File: config.mk
export PLATFORM = sky130hd
export DESIGN_NAME = wbc_regs
export DESIGN_NICKNAME = d
export VERILOG_FILES = /design/src/rtl/wbc_pkg.sv /design/src/rtl/wbc_regs.sv /design/src/rtl/wbc_trx_step.sv /design/src/rtl/wbc_spi_frame.sv
export SDC_FILE = /design/constraint.sdc
export NUM_CORES = 1
export LEC_CHECK = 0
export BUFFER_PORTS_ARGS = -buffer_cell sky130_fd_sc_hd__buf_2
export CAP_MARGIN = 20
export CORE_UTILIZATION = 55
export CTS_CLUSTER_DIAMETER = 120
export CTS_CLUSTER_SIZE = 20
export DETAILED_ROUTE_END_ITERATION = 10
export GPL_ROUTABILITY_DRIVEN = 0
export PLACE_DENSITY = 0.83
export SLEW_MARGIN = 40
export SYNTH_ARGS = -nofsm -noshare
export SYNTH_HDL_FRONTEND = slang
export SYNTH_HIERARCHICAL = 1
export SYNTH_SLANG_ARGS = --single-unit
File: constraint.sdc
create_clock -name clk_in -period 4.22 [get_ports clk_in]
set_input_delay 0.633 -clock clk_in [delete_from_list [all_inputs] [get_ports clk_in]]
set_output_delay 0.633 -clock clk_in [all_outputs]
set_load 0.05 [all_outputs]
File: src/rtl/wbc_pkg.sv
package wbc_pkg;

  // ==========================================
  // register addresses (7-bit frame address)
  localparam logic [6:0] ADDR_SUPPLY         = 7'h02;
  localparam logic [6:0] ADDR_WATCH          = 7'h03;
  localparam logic [6:0] ADDR_BUS            = 7'h04;

  // ==========================================
  // reset, restart and write masks
  localparam logic [7:0] WATCH_RESET         = 8'h14;
  localparam logic [7:0] WATCH_RESTART_KEEP  = 8'hB0;
  localparam logic [7:0] WATCH_RESTART_SET   = 8'h04;
  localparam logic [7:0] WATCH_WMASK         = 8'hF7;
  localparam logic [7:0] BUS_RESET           = 8'h00;
  localparam logic [7:0] BUS_WMASK           = 8'h07;
  localparam logic [7:0] SUPPLY_POR          = 8'h00;
  localparam logic [7:0] SUPPLY_SOFT_KEEP    = 8'h88;
  localparam logic [7:0] SUPPLY_RESTART_KEEP = 8'hD9;
  localparam logic [7:0] SUPPLY_WMASK        = 8'hFB;
  localparam logic [7:0] UNMAPPED_READ       = 8'h00;

  // ==========================================
  // field positions
  localparam int unsigned WATCH_PARITY_BIT   = 7;
  localparam int unsigned WATCH_STOP_DIS_BIT = 6;
  localparam int unsigned WATCH_TYPE_BIT     = 5;
  localparam int unsigned WATCH_BUSWAKE_BIT  = 4;
  localparam int unsigned BUS_SWK_BIT        = 2;

  // ==========================================
  // frame layout: 8 address/direction bits then 8 data bits
  localparam logic [4:0] ADDR_BITS           = 5'h08;
  localparam logic [4:0] FRAME_BITS          = 5'h10;

  typedef enum logic [1:0] {
    TRX_OFF     = 2'h0,
    TRX_WAKE    = 2'h1,
    TRX_RX_ONLY = 2'h2,
    TRX_NORMAL  = 2'h3
  } wbc_trx_t;

  function automatic logic wbc_even_parity(input logic [7:0] value);
    wbc_even_parity = ~(^value);
  endfunction : wbc_even_parity

endpackage : wbc_pkg

File: src/rtl/wbc_regs.sv
`timescale 1ns/1ns
module wbc_regs (
  input  wire logic       clk_in,
  input  wire logic       rst_n_in,
  input  wire logic       sck_in,
  input  wire logic       cs_n_in,
  input  wire logic       sdi_in,
  input  wire logic       soft_reset_in,
  input  wire logic       restart_in,
  input  wire logic [1:0] restart_trx_mode_in,
  input  wire logic       sleep_entry_in,
  input  wire logic       stop_entry_in,
  input  wire logic       failsafe_entry_in,
  input  wire logic       system_error_flag_in,
  input  wire logic       hw_watch_update_in,
  input  wire logic       hw_stop_disable_in,
  input  wire logic [2:0] hw_period_in,
  output logic            sdo_out,
  output logic      [7:0] watchdog_control_out,
  output logic      [7:0] bus_mode_out,
  output logic      [7:0] supply_control_out,
  output logic            watch_parity_ok_out,
  output logic            stop_watch_disable_bit0_out,
  output logic            watch_type_select_out,
  output logic            watch_start_on_bus_wake_out,
  output logic      [2:0] watch_period_select_out,
  output logic            selective_wake_out,
  output logic      [1:0] trx_mode_out,
  output logic            reg3_voltage_config_out,
  output logic            reg3_load_sharing_out
);

  typedef struct packed {
    logic [7:0] watch;
    logic [7:0] bus;
    logic [7:0] supply;
    logic       parity_ok;
  } wbc_reg_state_t;

  wbc_reg_state_t s;
  wbc_reg_state_t next_s;
  logic     [6:0] addr;
  logic           wr_strobe;
  logic     [7:0] wr_data;
  logic     [7:0] rd_data;
  logic     [1:0] trx_next;
  logic           hw_event;

  function automatic logic [7:0] read_mux(input logic [6:0] a, input wbc_reg_state_t r);
    case (a)
      wbc_pkg::ADDR_SUPPLY: read_mux = r.supply;
      wbc_pkg::ADDR_WATCH:  read_mux = r.watch;
      wbc_pkg::ADDR_BUS:    read_mux = r.bus;
      default:              read_mux = wbc_pkg::UNMAPPED_READ;
    endcase
  endfunction : read_mux

  // ==========================================
  // serial access and mode step
  wbc_spi_frame u_frame (
    .clk_in        (clk_in),
    .rst_n_in      (rst_n_in),
    .sck_in        (sck_in),
    .cs_n_in       (cs_n_in),
    .sdi_in        (sdi_in),
    .rd_data_in    (rd_data),
    .addr_out      (addr),
    .wr_strobe_out (wr_strobe),
    .wr_data_out   (wr_data),
    .sdo_out       (sdo_out)
  );

  wbc_trx_step u_trx (
    .mode_in              (s.bus[1:0]),
    .sleep_entry_in       (sleep_entry_in),
    .stop_entry_in        (stop_entry_in),
    .system_error_flag_in (system_error_flag_in),
    .failsafe_entry_in    (failsafe_entry_in),
    .next_mode_out        (trx_next)
  );

  assign rd_data  = read_mux(addr, s);
  assign hw_event = failsafe_entry_in | sleep_entry_in | stop_entry_in;

  // ==========================================
  // register update; hardware events win over a same-cycle write
  always_comb begin
    next_s = s;
    if (soft_reset_in) begin
      next_s.watch  = wbc_pkg::WATCH_RESET;
      next_s.bus    = wbc_pkg::BUS_RESET;
      next_s.supply = s.supply & wbc_pkg::SUPPLY_SOFT_KEEP;
    end else if (restart_in) begin
      next_s.watch  = (s.watch & wbc_pkg::WATCH_RESTART_KEEP) | wbc_pkg::WATCH_RESTART_SET;
      next_s.bus    = {5'h00, s.bus[wbc_pkg::BUS_SWK_BIT], restart_trx_mode_in};
      next_s.supply = s.supply & wbc_pkg::SUPPLY_RESTART_KEEP;
    end else begin
      if (wr_strobe) begin
        case (addr)
          wbc_pkg::ADDR_WATCH:  next_s.watch  = wr_data & wbc_pkg::WATCH_WMASK;
          wbc_pkg::ADDR_BUS:    next_s.bus    = wr_data & wbc_pkg::BUS_WMASK;
          wbc_pkg::ADDR_SUPPLY: next_s.supply = wr_data & wbc_pkg::SUPPLY_WMASK;
          default:              next_s.watch  = s.watch;
        endcase
      end
      if (hw_watch_update_in) begin
        next_s.watch[wbc_pkg::WATCH_STOP_DIS_BIT] = hw_stop_disable_in;
        next_s.watch[2:0] = hw_period_in;
      end
      if (hw_event) begin
        // only the low two bits; selective wake stays host-owned
        next_s.bus[1:0] = trx_next;
      end
    end
    // parity flag only reports; the host owns the checksum bit
    next_s.parity_ok = wbc_pkg::wbc_even_parity(next_s.watch);
  end

  always_ff @(posedge clk_in) begin
    if (!rst_n_in) begin
      s.watch     <= wbc_pkg::WATCH_RESET;
      s.bus       <= wbc_pkg::BUS_RESET;
      s.supply    <= wbc_pkg::SUPPLY_POR;
      s.parity_ok <= 1'b1;
    end else begin
      s <= next_s;
    end
  end

  // ==========================================
  // outputs, all straight from the state register
  assign watchdog_control_out        = s.watch;
  assign bus_mode_out                = s.bus;
  assign supply_control_out          = s.supply;
  assign watch_parity_ok_out         = s.parity_ok;
  assign stop_watch_disable_bit0_out = s.watch[wbc_pkg::WATCH_STOP_DIS_BIT];
  assign watch_type_select_out       = s.watch[wbc_pkg::WATCH_TYPE_BIT];
  assign watch_start_on_bus_wake_out = s.watch[wbc_pkg::WATCH_BUSWAKE_BIT];
  assign watch_period_select_out     = s.watch[2:0];
  assign selective_wake_out          = s.bus[wbc_pkg::BUS_SWK_BIT];
  assign trx_mode_out                = s.bus[1:0];
  assign reg3_voltage_config_out     = s.supply[7];
  assign reg3_load_sharing_out       = s.supply[3];

  logic quiet;
  assign quiet = !soft_reset_in && !restart_in;
endmodule : wbc_regs

File: src/rtl/wbc_trx_step.sv
`timescale 1ns/1ns
module wbc_trx_step (
  input  wire logic [1:0] mode_in,
  input  wire logic       sleep_entry_in,
  input  wire logic       stop_entry_in,
  input  wire logic       system_error_flag_in,
  input  wire logic       failsafe_entry_in,
  output logic      [1:0] next_mode_out
);

  // ==========================================
  // automatic transceiver mode changes
  always_comb begin
    next_mode_out = mode_in;
    if (failsafe_entry_in) begin
      next_mode_out = wbc_pkg::TRX_WAKE;
    end else if (sleep_entry_in) begin
      if (mode_in == wbc_pkg::TRX_NORMAL && !system_error_flag_in) begin
        next_mode_out = wbc_pkg::TRX_WAKE;
      end else if (mode_in == wbc_pkg::TRX_RX_ONLY) begin
        next_mode_out = wbc_pkg::TRX_WAKE;
      end
    end else if (stop_entry_in) begin
      // receive only stays receive only; host must pick it beforehand
      next_mode_out = mode_in;
    end
    // off and wake capable fall through unchanged except on fail-safe entry
  end

endmodule : wbc_trx_step

File: src/rtl/wbc_spi_frame.sv
`timescale 1ns/1ns
module wbc_spi_frame (
  input  wire logic       clk_in,
  input  wire logic       rst_n_in,
  input  wire logic       sck_in,
  input  wire logic       cs_n_in,
  input  wire logic       sdi_in,
  input  wire logic [7:0] rd_data_in,
  output logic      [6:0] addr_out,
  output logic            wr_strobe_out,
  output logic      [7:0] wr_data_out,
  output logic            sdo_out
);

  typedef enum logic [2:0] {
    PH_IDLE = 3'b001,
    PH_ADDR = 3'b010,
    PH_DATA = 3'b100
  } wbc_phase_t;

  typedef struct packed {
    logic       sck_q;
    logic [4:0] cnt;
    logic [15:0] sh;
    logic [7:0] tx;
    logic       sdo;
    logic       wr;
    wbc_phase_t phase;
  } wbc_spi_state_t;

  wbc_spi_state_t s;
  wbc_spi_state_t next_s;
  logic           rise;
  logic           fall;

  assign rise          = sck_in & ~s.sck_q;
  assign fall          = ~sck_in & s.sck_q;
  assign addr_out      = (s.cnt == wbc_pkg::FRAME_BITS) ? s.sh[15:9] : s.sh[7:1];
  assign wr_data_out   = s.sh[7:0];
  assign wr_strobe_out = s.wr;
  assign sdo_out       = s.sdo;

  // ==========================================
  // frame engine
  always_comb begin
    next_s       = s;
    next_s.sck_q = sck_in;
    next_s.wr    = 1'b0;
    case (s.phase)
      PH_IDLE: begin
        if (!cs_n_in) begin
          next_s.phase = PH_ADDR;
          next_s.cnt   = 5'h00;
          next_s.sdo   = 1'b0;
        end
      end
      PH_ADDR: begin
        if (cs_n_in) begin
          next_s.phase = PH_IDLE;
        end else if (rise) begin
          next_s.sh  = {s.sh[14:0], sdi_in};
          next_s.cnt = s.cnt + 5'h01;
          if (s.cnt == wbc_pkg::ADDR_BITS - 5'h01) begin
            next_s.phase = PH_DATA;
          end
        end
      end
      PH_DATA: begin
        if (cs_n_in) begin
          // write takes effect only at frame end, so readout is the old value
          next_s.wr    = (s.cnt == wbc_pkg::FRAME_BITS) & s.sh[8];
          next_s.phase = PH_IDLE;
        end else if (rise && s.cnt != wbc_pkg::FRAME_BITS) begin
          next_s.sh  = {s.sh[14:0], sdi_in};
          next_s.cnt = s.cnt + 5'h01;
        end else if (s.cnt == wbc_pkg::ADDR_BITS) begin
          next_s.tx  = rd_data_in;
          next_s.sdo = rd_data_in[7];
        end else if (fall) begin
          next_s.sdo = s.tx[6];
          next_s.tx  = {s.tx[6:0], 1'b0};
        end
      end
      default: begin
        next_s.phase = PH_IDLE;
      end
    endcase
  end

  always_ff @(posedge clk_in) begin
    if (!rst_n_in) begin
      s       <= '0;
      s.phase <= PH_IDLE;
    end else begin
      s <= next_s;
    end
  end

endmodule : wbc_spi_frame

==> results of run 1 <==
area by class of cell:
class | instances | area share
Multi-Input combinational cell | 262 | 0.541
Tap cell | 72 | 0.0265
Inverter | 5 | 0.00552
Clock buffer | 5 | 0.0203
Sequential cell | 53 | 0.312
Clock inverter | 3 | 0.0191
Timing Repair Buffer | 50 | 0.0751
cell usage in the layout (no fill, tap or decap), drive strengths merged, types with 3 or more instances in the layout:
master	instances
a211o	4
a211oi	8
a21oi	33
and2	3
and3	6
buf	50
clkbuf	5
conb	6
dfxtp	53
inv	5
mux2	8
mux2i	26
nand2	14
nand2b	10
nand3	21
nand3b	3
nor2	26
nor2b	3
nor3	11
nor3b	3
nor4	5
nor4b	3
o21ai	25
or3b	4
xor2	3
kinds of logic (layout without fill, tap and decap cells):
kind of cell | Yosys count | in the layout | synth area share
AND/OR/NAND/NOR | 124 | 124 | 0.239
AO/OA/AOI/OAI | 90 | 90 | 0.194
flip-flops | 53 | 53 | 0.334
buffers and inverters | 50 | 63 | 0.0954
multiplexers | 34 | 34 | 0.110
XOR/XNOR | 5 | 5 | 0.0138
adder cells (fa/ha/maj) | 3 | 3 | 0.0114
other | 1 | 6 | 0.00118
sequential cells by signal (all words and copies together) (netlist names):
signal,cells
watchdog_control_out,8
watch_parity_ok_out,1
supply_control_out,7
u_frame/wr_data_out,8
u_frame/s,24
bus_mode_out,3
u_frame/wr_strobe_out,1
u_frame/sdo_out,1
synthesized netlist by cell type (3+ instances only):
cell,instances
nor3_1,9
mux2_2,7
nand2b_1,10
buf_1,3
nor3b_1,3
a211oi_2,6
inv_1,4
dfxtp_1,53
buf_2,5
a21oi_1,32
xor2_1,3
nand2_1,14
nor4_1,4
nor2b_1,3
nand3_1,21
o21ai_0,9
buf_4,27
and2_1,3
or3b_1,3
o21ai_1,16
a211o_1,3
and3_1,6
nor2_1,25
mux2i_1,26
clkbuf_1,9
final timing paths:
check | to | slack [ns]
worst min-delay path | u_frame/sdo_out | 0.47
worst max-delay path | supply_control_out[7] | 0.81
worst min register to register | u_frame/sdo_out | 0.47
worst max register to register | supply_control_out[7] | 0.81
routing by layer:
metal  global-route usage  share of wire
met3               0.0471          0.057
met4               0.0907          0.019
met1                0.309           0.45
met2                0.406           0.47
met5                    0              0
critical path: stages, from the launching register on:
cell and delay, ns:
dfxtp_1 0.36, inv_1 0.07, ha_1 0.15, and4bb_2 0.46, mux2_2 0.42, nor4_4 0.51
nand3b_2 0.25, or3b_1 0.58, nor3_4 0.21, mux2i_1 0.22, nor2b_1 0.06
power breakdown:
group / internal (mW) / switching, mW / total (mW)
Clock: 0.236 / 0.167 / 0.403
Sequential: 0.504 / 0.00566 / 0.510
Combinational: 0.0241 / 0.0715 / 0.0956
Total: 0.764 / 0.244 / 1.01
==> impl_results.md, run 1 <==
* Yosys reg bits at 53
* Lkg Pwr at between 1 and 1.5 nW
* Total number of vias at about 2,700
* Post-synth top area cell: dfxtp_1
* Multi-input gate area at between 0.0015 and 0.002 mm²
* Total I/O pin count at between 50 and 60
* Clock-pin slew on the worst setup and hold paths at about 0.10 ns
* Worst hold start: u_frame/sdo_out
* DPL Wire Length at roughly 5000 µm
* Kind of critical path: reg -> reg
* TritonCTS clock tree: built
* Worst r2r src: u_frame/s[29]
* Clk Latency, worst-skew pair at between 0.3 and 0.4 ns
* Max Cap Viol at 0
* Die area at slightly above 0.006 mm²
* Drt wl/cell at 15.8 µm
* CTS Hold Bufs at 0
* Largest net degree at the start of global routing at 29
* Fin. Hold Viols at 0
* Tmin final at around 3.4 ns
* Total gr overflow at 0
* Max FO, Critical Path at 13
* Post-synthesis sequential area ratio at 0.334
* Synth top area share at 0.334
* Die H at 78.0 µm
* Resized cells post-CTS at 0
* Synthesized cell area at 0.00317 mm²
* Clock skew at approximately 0.0085 ns
* Final Power at ~1.0 mW
* First-pass GRT wire length at ~12,000 µm
* Area growth from synthesis to layout at 7.10%
* Synth cell types at 70
* Asr flop ratio synth at 0
* Final setup violation count at 0
* Final core occ at 0.613
* Finished Cell Area at about 0.0034 mm²
* Crit path from: u_frame/s[29]
* H-tree levels at 2
* Slew Viols, Final at 0
* Via density at ~6.0
* Vias in the first global route at between 2,000 and 2,500
* DP Area at roughly 0.0033 mm²
* Initial antenna violation count at 0
* Hold crit path type: reg -> reg
* Final WL at between 7000 and 8000 µm
* WP data required at 4.43 ns
* Inserted Clock Buffers at 5
* Min Hold Slack at around 0.47 ns
* Postcts setup bufs at 0
* Max-slew headroom at 0.516
* Post-synth top flop: dfxtp_1
* DRT Pass-1 Iters at 4
* Core ar. at 0.00554 mm²
* Slew of the pin with the lowest slew margin at 0.726 ns
* IO Port Bufs at 48
* Syn. warnings at 6
* Root Driver: clkbuf_8
* CTS Sinks at between 50 and 60
* CP endpoint kind: register
* Setup TNS at 0 ns
* CTS max path bufs at 2
* Crit path DAT at 3.62 ns
* Placement Setup Slack at about 0.85 ns
* Detailed-route DRC error count at 0
* Post-synth EDFFs at 0
* Layout cell share with drive strength beyond 1 at 0.246
* Nets@finish at a little under 400
* R2r worst-path depth at 10
* Layout fillers at roughly 500
* Post-Syn Instances at between 300 and 400
* Initial DRC Count at between 150 and 200
* Hold depth at 2
* Starting Density at 0.573
* Peak supply drop at roughly 170 µV
* Highest clock rate at 294 MHz
* CP Launch Type: register
* Final Non-Filler Cells at 450
* Diodes inserted at 0
* Dominant cells by area after synthesis: dfxtp_1 (33%), mux2i_1 (8.2%), buf_4 (6.4%)
* Die width at ~80 µm
* Tcrit/Tclk final at 0.807
* Mean Syn Cell Area at ~9 µm²
* Post-route ant nets at 0
* Placed Instances at 442
* Global Route Usage Sum at 0.243
* Worst Setup Slack, final at slightly above 0.8 ns
* Seq. cell area at between 0.001 and 0.0015 mm²
* RSZ-0062 raised after global routing: no
* # rows at 27
* Pwr dens at around 300 mW/mm²
* Status: finished clean
Power figures use the tool's default switching activity.
==> run 2: changes to the inputs <==
Clock period 4.22 ns to 3.3 ns, I/O delays scaled along.
==> impl_results.md, run 2 (synthesis gave the netlist of run 1 again) <==
* Max Cap Viol at 0 (unchanged)
* Slew of the pin with the lowest slew margin at 0.743 ns (+0.0163 ns)
* Crit path DAT at 3.26 ns (-0.36 ns)
* Logic gate share of total power at 0.110 (+0.015)
* Max-slew headroom at 0.505 (-0.0109)
* Core ar. at 0.00554 mm² (unchanged)
* CTS max path bufs at 2 (unchanged)
* Initial DRC Count at 205 (+21%)
* Total number of vias at 2,714 (+0.11%)
* Global Route Usage Sum at 0.245 (+0.00212)
* Total gr overflow at 0 (unchanged)
* Slew Viols, Final at 0 (unchanged)
* Tmin final at 3.06 ns (-0.347 ns)
* DPL Wire Length at 5170 µm (+0.68%)
* Clock-pin slew on the worst setup and hold paths at 0.09 ns (about the same)
* Detailed-route DRC error count at 0 (unchanged)
* IO Port Bufs at 48 (unchanged)
* Tcrit/Tclk final at 0.927 (+0.120)
* Sw frac at 0.267 (+0.0248)
* Sw power at 0.302 mW (+24%)
* Setup TNS at 0 ns (unchanged)
* CTS Sinks at 53 (unchanged)
* Lkg Pwr at 1.21 nW (-0.16%)
* Highest clock rate at 327 MHz (+11%)
* Clock skew at 0.00683 ns (-0.00171 ns)
* Die width at 78.0 µm (unchanged)
* Starting Density at 0.573 (unchanged)
* CTS Hold Bufs at 0 (unchanged)
* Postcts setup bufs at 0 (unchanged)
* Status: finished clean
* Clk Latency, worst-skew pair at 0.30 ns (about the same)
* Worst Setup Slack, final at 0.242 ns (-0.573 ns)
* First-pass GRT wire length at 11,700 µm (-0.41%)
* Via density at 5.95 (-1.2%)
* TritonCTS clock tree: built
* Final setup violation count at 0 (unchanged)
* Peak supply drop at 223 µV (+32%)
* Area growth from synthesis to layout at 6.66%
* Most frequent cells in the layout: dfxtp_1 (53), buf_2 (48), a21oi_1 (32)
* Placement Setup Slack at 0.276 ns (-0.576 ns)
* Hold crit path type: in -> reg
* Die H at 78.0 µm (unchanged)
* CP delay by family, top: simple AND/OR/NAND/NOR gates
* Max FO, Critical Path at 13 (unchanged)
* Commonest non-fill, non-tap cell in the layout: dfxtp_1
* WP data required at 3.50 ns (-0.93 ns)
* CP max stage delay at 0.45 ns (-0.13 ns)
* Fin. Hold Viols at 0 (unchanged)
* CP Launch Type: register
* Root Driver: clkbuf_8
* Resized cells post-CTS at 0 (unchanged)
* CP max stage cell: mux2_2
* H-tree levels at 2 (unchanged)
* Die area at 0.00608 mm² (unchanged)
* Largest net degree at the start of global routing at 29 (unchanged)
* CP endpoint kind: register
* Total I/O pin count at 55 (unchanged)
* Internal at 0.829 mW (+8.5%)
* Clock power share at 0.314 (-0.086)
* Initial antenna violation count at 0 (unchanged)
* Sequential share of power at 0.576 (+0.070)
* Layout cell share with drive strength beyond 1 at 0.242 (-0.00384)
* Layout fillers at 509 (+2.0%)
* Final WL at 7230 µm (+1.5%)
* Seq. cell area at 0.00106 mm² (unchanged)
* Max reg flops at 24 (unchanged)
* RSZ-0062 raised after global routing: no
* Multi-input gate area at 0.00183 mm² (-0.27%)
* DRT Pass-1 Iters at 4 (unchanged)
* Kind of critical path: reg -> reg
* Nets@finish at 403 (+1.5%)
* Vias in the first global route at 2,473 (+0.49%)
* Buf/Inv on CP at 2 (+1)
* Drt wl/cell at 15.9 µm (+0.17%)
* Post-route ant nets at 0 (unchanged)
* Diodes inserted at 0 (unchanged)
* Biggest register: u_frame/s
* # rows at 27 (unchanged)
* Crit-path cells: inv_1 -> ha_1 -> and4bb_2 -> buf_4 -> mux2_2 -> and4b_1 -> nand2_1 -> a211oi_1 -> a21oi_1 -> a21boi_0 -> mux2i_1
* Inserted Clock Buffers at 5 (unchanged)
* Pwr dens at 334 mW/mm² (+13%)
==> run 2: stage by stage <==
stage | instance area (µm²) | power (mW) | std cells | utilization | hold WS (ns)
after floorplan | 3190 | 0.764 | 365 | - | 0.451
after global placement | 3300 | 0.788 | 448 | 0.596 | 0.455
after detailed placement | 3300 | 0.790 | 448 | 0.596 | 0.453
after CTS | 3380 | 1.14 | 456 | 0.611 | 0.434
after global routing | 3380 | 1.17 | 456 | 0.611 | 0.428
final | 3380 | 1.13 | 456 | 0.611 | 0.443
==> run 2: worst register-to-register path, delay by kind of cell (launching register included) <==
kind                     cells  cell delay [ns]
AO/OA/AOI/OAI                3             0.75
multiplexers                 2             0.55
adder cells (fa/ha/maj)      1             0.20
flip-flops                   1             0.42
buffers and inverters        2             0.26
AND/OR/NAND/NOR              3             0.77
==> run 2: power groups by stage <==
stage / Combinational, mW / Sequential [mW] / Clock (mW)
finish: 0.125 / 0.652 / 0.355
global route: 0.135 / 0.653 / 0.386
CTS: 0.124 / 0.652 / 0.360
detailed placement: 0.123 / 0.667 / 0
global placement: 0.122 / 0.666 / 0
floorplan: 0.0899 / 0.674 / 0
==> run 2: routing by layer <==
| layer | routed length (µm) | GRT usage | vias to the layer above |
|---|---|---|---|
| met3 | 418 | 0.0518 | 15 |
| met5 | 0 | 0 | - |
| met4 | 156 | 0.0870 | 0 |
| li1 | - | - | 1324 |
| met1 | 3360 | 0.312 | 1278 |
| met2 | 3300 | 0.409 | 97 |
==> run 2: final timing paths <==
path	from	end	slack [ns]	depth (start not counted)
max	u_frame/s[29]	watch_parity_ok_out	0.24	11
min reg2reg	u_frame/sdo_out	u_frame/sdo_out	0.46	2
min	sdi_in	u_frame/wr_data_out[0]	0.44	3
max reg2reg	u_frame/s[29]	watch_parity_ok_out	0.24	11
==> run 2: layout make-up <==
class                   instances  area share
clock buffers                   8      0.0237
multi-input cells             262       0.542
flip-flops and latches         53       0.313
inverters                       5     0.00555
well taps                      72      0.0266
repair buffers                 56      0.0887
==> run 3: changes to the inputs <==
--- a/config.mk
+++ b/config.mk
@@ -7,2 +7,3 @@
 export LEC_CHECK = 0
+export ABC_AREA = 1
 export BUFFER_PORTS_ARGS = -buffer_cell sky130_fd_sc_hd__buf_2
@@ -14,3 +15,3 @@
 export GPL_ROUTABILITY_DRIVEN = 0
-export PLACE_DENSITY = 0.83
+export PLACE_DENSITY = 0.82
 export SLEW_MARGIN = 40
--- a/constraint.sdc
+++ b/constraint.sdc
@@ -3,2 +3,2 @@
 set_output_delay 0.495 -clock clk_in [all_outputs]
-set_load 0.05 [all_outputs]
+set_load 0.01 [all_outputs]
==> impl_results.md, run 3 <==
* CTS Hold Bufs at 0 (unchanged)
* Synth cell types at 32 (-54%)
* Initial antenna violation count at 0 (unchanged)
* Initial DRC Count at 191 (-6.8%)
* Sw frac at 0.319 (+0.0517)
* Final setup violation count at 0 (unchanged)
* Detailed-route DRC error count at 0 (unchanged)
* Hold depth at 3 (unchanged)
* Nets@finish at 575 (+43%)
* Slew Viols, Final at 0 (unchanged)
* Largest net degree at the start of global routing at 33 (+14%)
* Synthesized cell area at 0.00338 mm² (+6.5%)
* Peak supply drop at 230 µV (+3.1%)
* Global Route Usage Sum at 0.249 (+0.00343)
* Post-synth top cells: nand2_1 (134), nand3_1 (66), inv_1 (61)
* Status: finished clean
* Kind of critical path: reg -> reg
* Fin. Hold Viols at 0 (unchanged)
* CP Launch Type: register
* Post-synth top area cell: dfxtp_1
* R2r worst-path depth at 17 (+6)
* IO Port Bufs at 48 (unchanged)
* Pwr dens at 370 mW/mm² (+11%)
* Resized cells post-CTS at 0 (unchanged)
* Clock-pin slew on the worst setup and hold paths at 0.10 ns (about the same)
* Most frequent cells in the layout: nand2_1 (134), nand3_1 (66), inv_1 (61)
* Asr flop ratio synth at 0 (unchanged)
* Clk Latency, worst-skew pair at 0.32 ns (+0.02 ns)
* Lkg Pwr at 1.64 nW (+35%)
* Layout cell share with drive strength beyond 1 at 0.167 (-0.0749)
* Yosys reg bits at 53 (unchanged)
* Worst hold start: sck_in
* Buf/Inv on CP at 4 (+2)
* Die width at 80.4 µm (+3.1%)
* Die H at 80.4 µm (+3.1%)
* Final Non-Filler Cells at 631 (+38%)
* CP delay by family, top: simple AND/OR/NAND/NOR gates
* Top-count cell post-synth: nand2_1
* Final core occ at 0.604 (-0.00691)
* CP endpoint kind: register
* Inserted Clock Buffers at 5 (unchanged)
* Final WL at 7500 µm (+3.7%)
* Tcrit/Tclk final at 0.822 (-0.105)
* Logic gate share of total power at 0.193 (+0.083)
* Slew of the pin with the lowest slew margin at 0.600 ns (-0.143 ns)
* CP max stage delay at 0.41 ns (-0.04 ns)
* CTS Sinks at 53 (unchanged)
* Sw power at 0.422 mW (+39%)
* Vias in the first global route at 2,977 (+20%)
* Worst r2r src: u_frame/s[29]
* RSZ-0062 raised after global routing: no
* Max reg flops at 24 (unchanged)
* Total number of vias at 3,328 (+23%)
* Hold crit path type: in -> reg
* Crit path DAT at 2.96 ns (-0.30 ns)
* Post-Syn Instances at 531 (+48%)
* Hold Path End: u_frame/s[34]
* Syn. warnings at 6 (unchanged)
* Placed Instances at 623 (+39%)
* Sequential share of power at 0.526 (-0.050)
* Total gr overflow at 0 (unchanged)
* DRT Pass-1 Iters at 5 (+1)
* DPL Wire Length at 5630 µm (+8.8%)
* Post-synthesis sequential area ratio at 0.314 (-0.0203)
* Post-route ant nets at 0 (unchanged)
* Diodes inserted at 0 (unchanged)
* Crit-path cells: inv_1 -> ha_1 -> nand2_1 -> clkinv_1 -> nand2_4 -> nand2_1 -> o21ai_0 -> nand2_1 -> inv_1 -> nand2_2 -> nor2_4 -> inv_1 -> o221ai_1 -> nand3_1 -> nand2_1 -> nand3_1 -> a21oi_1
* CTS max path bufs at 2 (unchanged)
* Max-slew headroom at 0.599 (+0.0940)
* FF-to-FF End: u_frame/s[6]
* R2R setup slack at 0.59 ns (+0.35 ns)
* Postcts setup bufs at 0 (unchanged)
* Dominant cells by area after synthesis: dfxtp_1 (31%), nand2_1 (15%), nand3_1 (9.8%)
* Mean Syn Cell Area at 6.36 µm² (-28%)
* Placement Setup Slack at 0.656 ns (+0.380 ns)
* Area growth from synthesis to layout at 5.85%
* WP data required at 3.55 ns (+0.05 ns)
* Total I/O pin count at 55 (unchanged)
* TritonCTS clock tree: built
* CP max stage cell: dfxtp_1
* Tmin final at 2.71 ns (-0.345 ns)
* Clock skew at 0.0121 ns (+0.00523 ns)
* Worst Setup Slack, final at 0.587 ns (+0.345 ns)
* Core ar. at 0.00592 mm² (+6.9%)
* Max Cap Viol at 0 (unchanged)
* Setup TNS at 0 ns (unchanged)
* Biggest register: u_frame/s
* CP most frequent cell: nand2_1
* Starting Density at 0.571 (-0.00214)
* Post-synth top flop: dfxtp_1
* # rows at 28 (+3.7%)
* Via density at 5.27 (-11%)
* First-pass GRT wire length at 12,700 µm (+8.7%)
* Clock power share at 0.281 (-0.033)
* Drt wl/cell at 11.9 µm (-25%)
* Post-synth EDFFs at 0 (unchanged)
* Highest clock rate at 369 MHz (+13%)
* Max FO, Critical Path at 17 (+4)
* Root Driver: clkbuf_8
* Die area at 0.00646 mm² (+6.3%)
* Commonest non-fill, non-tap cell in the layout: nand2_1
* Synth top area share at 0.314 (-0.0203)
* H-tree levels at 2 (unchanged)
* Internal at 0.900 mW (+8.6%)
## run 3: cell count changes after synthesis, moves of 7 or more
| cell | before | now |
|---|---|---|
| o21ai_1 | 16 | 0 |
| nand3_2 | 0 | 8 |
| nand3b_1 | 2 | 9 |
| mux2_2 | 7 | 0 |
| nor3_1 | 9 | 1 |
| nand2b_1 | 10 | 0 |
| nor2_1 | 25 | 49 |
| a21oi_1 | 32 | 45 |
| nand2_2 | 0 | 7 |
| mux2i_1 | 26 | 0 |
| o21ai_0 | 9 | 20 |
| inv_1 | 4 | 61 |
| nand2_1 | 14 | 134 |
| nand3_1 | 21 | 66 |
## run 3: per-layer routing
metal | GRT usage | up-vias | part of all wire
met4 | 0.113 | 0 | 0.031
li1 | - | 1717 | -
met5 | 0 | - | 0
met3 | 0.0500 | 24 | 0.063
met1 | 0.305 | 1474 | 0.44
met2 | 0.415 | 113 | 0.46
## run 3: kinds of logic after synthesis
group,count (synthesis),share of synthesized area
adder cells (fa/ha/maj),2,0.00741
AO/OA/AOI/OAI,73,0.116
flip-flops,53,0.314
other,1,0.00111
AND/OR/NAND/NOR,295,0.409
buffers and inverters,107,0.153
## run 3: power groups by stage
stage / clock network [mW] / logic [mW] / registers (mW)
2_1_floorplan: 0 / 0.214 / 0.700
3_3_place_gp: 0 / 0.247 / 0.708
3_5_place_dp: 0 / 0.252 / 0.710
4_1_cts: 0.383 / 0.253 / 0.695
5_1_grt: 0.407 / 0.291 / 0.700
6_report: 0.372 / 0.255 / 0.695
## run 3: cell type report
| class | count | area, µm² |
|---|---|---|
| multi-input cells | 376 | 1820 |
| clock inverters | 2 | 13.8 |
| inverters | 69 | 259 |
| repair buffers | 50 | 255 |
| fillers | 567 | 2340 |
| well taps | 75 | 93.8 |
| clock buffers | 6 | 72.6 |
| flip-flops and latches | 53 | 1060 |
## run 3: worst max path at each step
stage | from | end | slack (ns) | cells past startpoint
4_1_cts | u_frame/s[29] | u_frame/s[6] | 0.64 | 17
3_5_place_dp | u_frame/s[29] | u_frame/s[6] | 0.66 | 17
5_1_grt | u_frame/s[29] | u_frame/s[9] | 0.27 | 15
3_3_place_gp | u_frame/s[29] | u_frame/s[6] | 0.75 | 17
2_1_floorplan | u_frame/s[29] | u_frame/s[6] | 0.89 | 16
6_report | u_frame/s[29] | u_frame/s[6] | 0.59 | 17
## run 3: worst min-delay path, delay by kind of cell
family,cells,cell delay [ns]
simple gates,1,0.05
buf+inv,2,0.14
## run 3: per-stage QoR
step / hold slack, ns / power (mW) / instance area [µm²]
floorplan: 0.436 / 0.913 / 3400
global placement: 0.450 / 0.955 / 3490
detailed placement: 0.456 / 0.962 / 3490
CTS: 0.376 / 1.33 / 3580
global route: 0.405 / 1.40 / 3580
finish: 0.380 / 1.32 / 3580
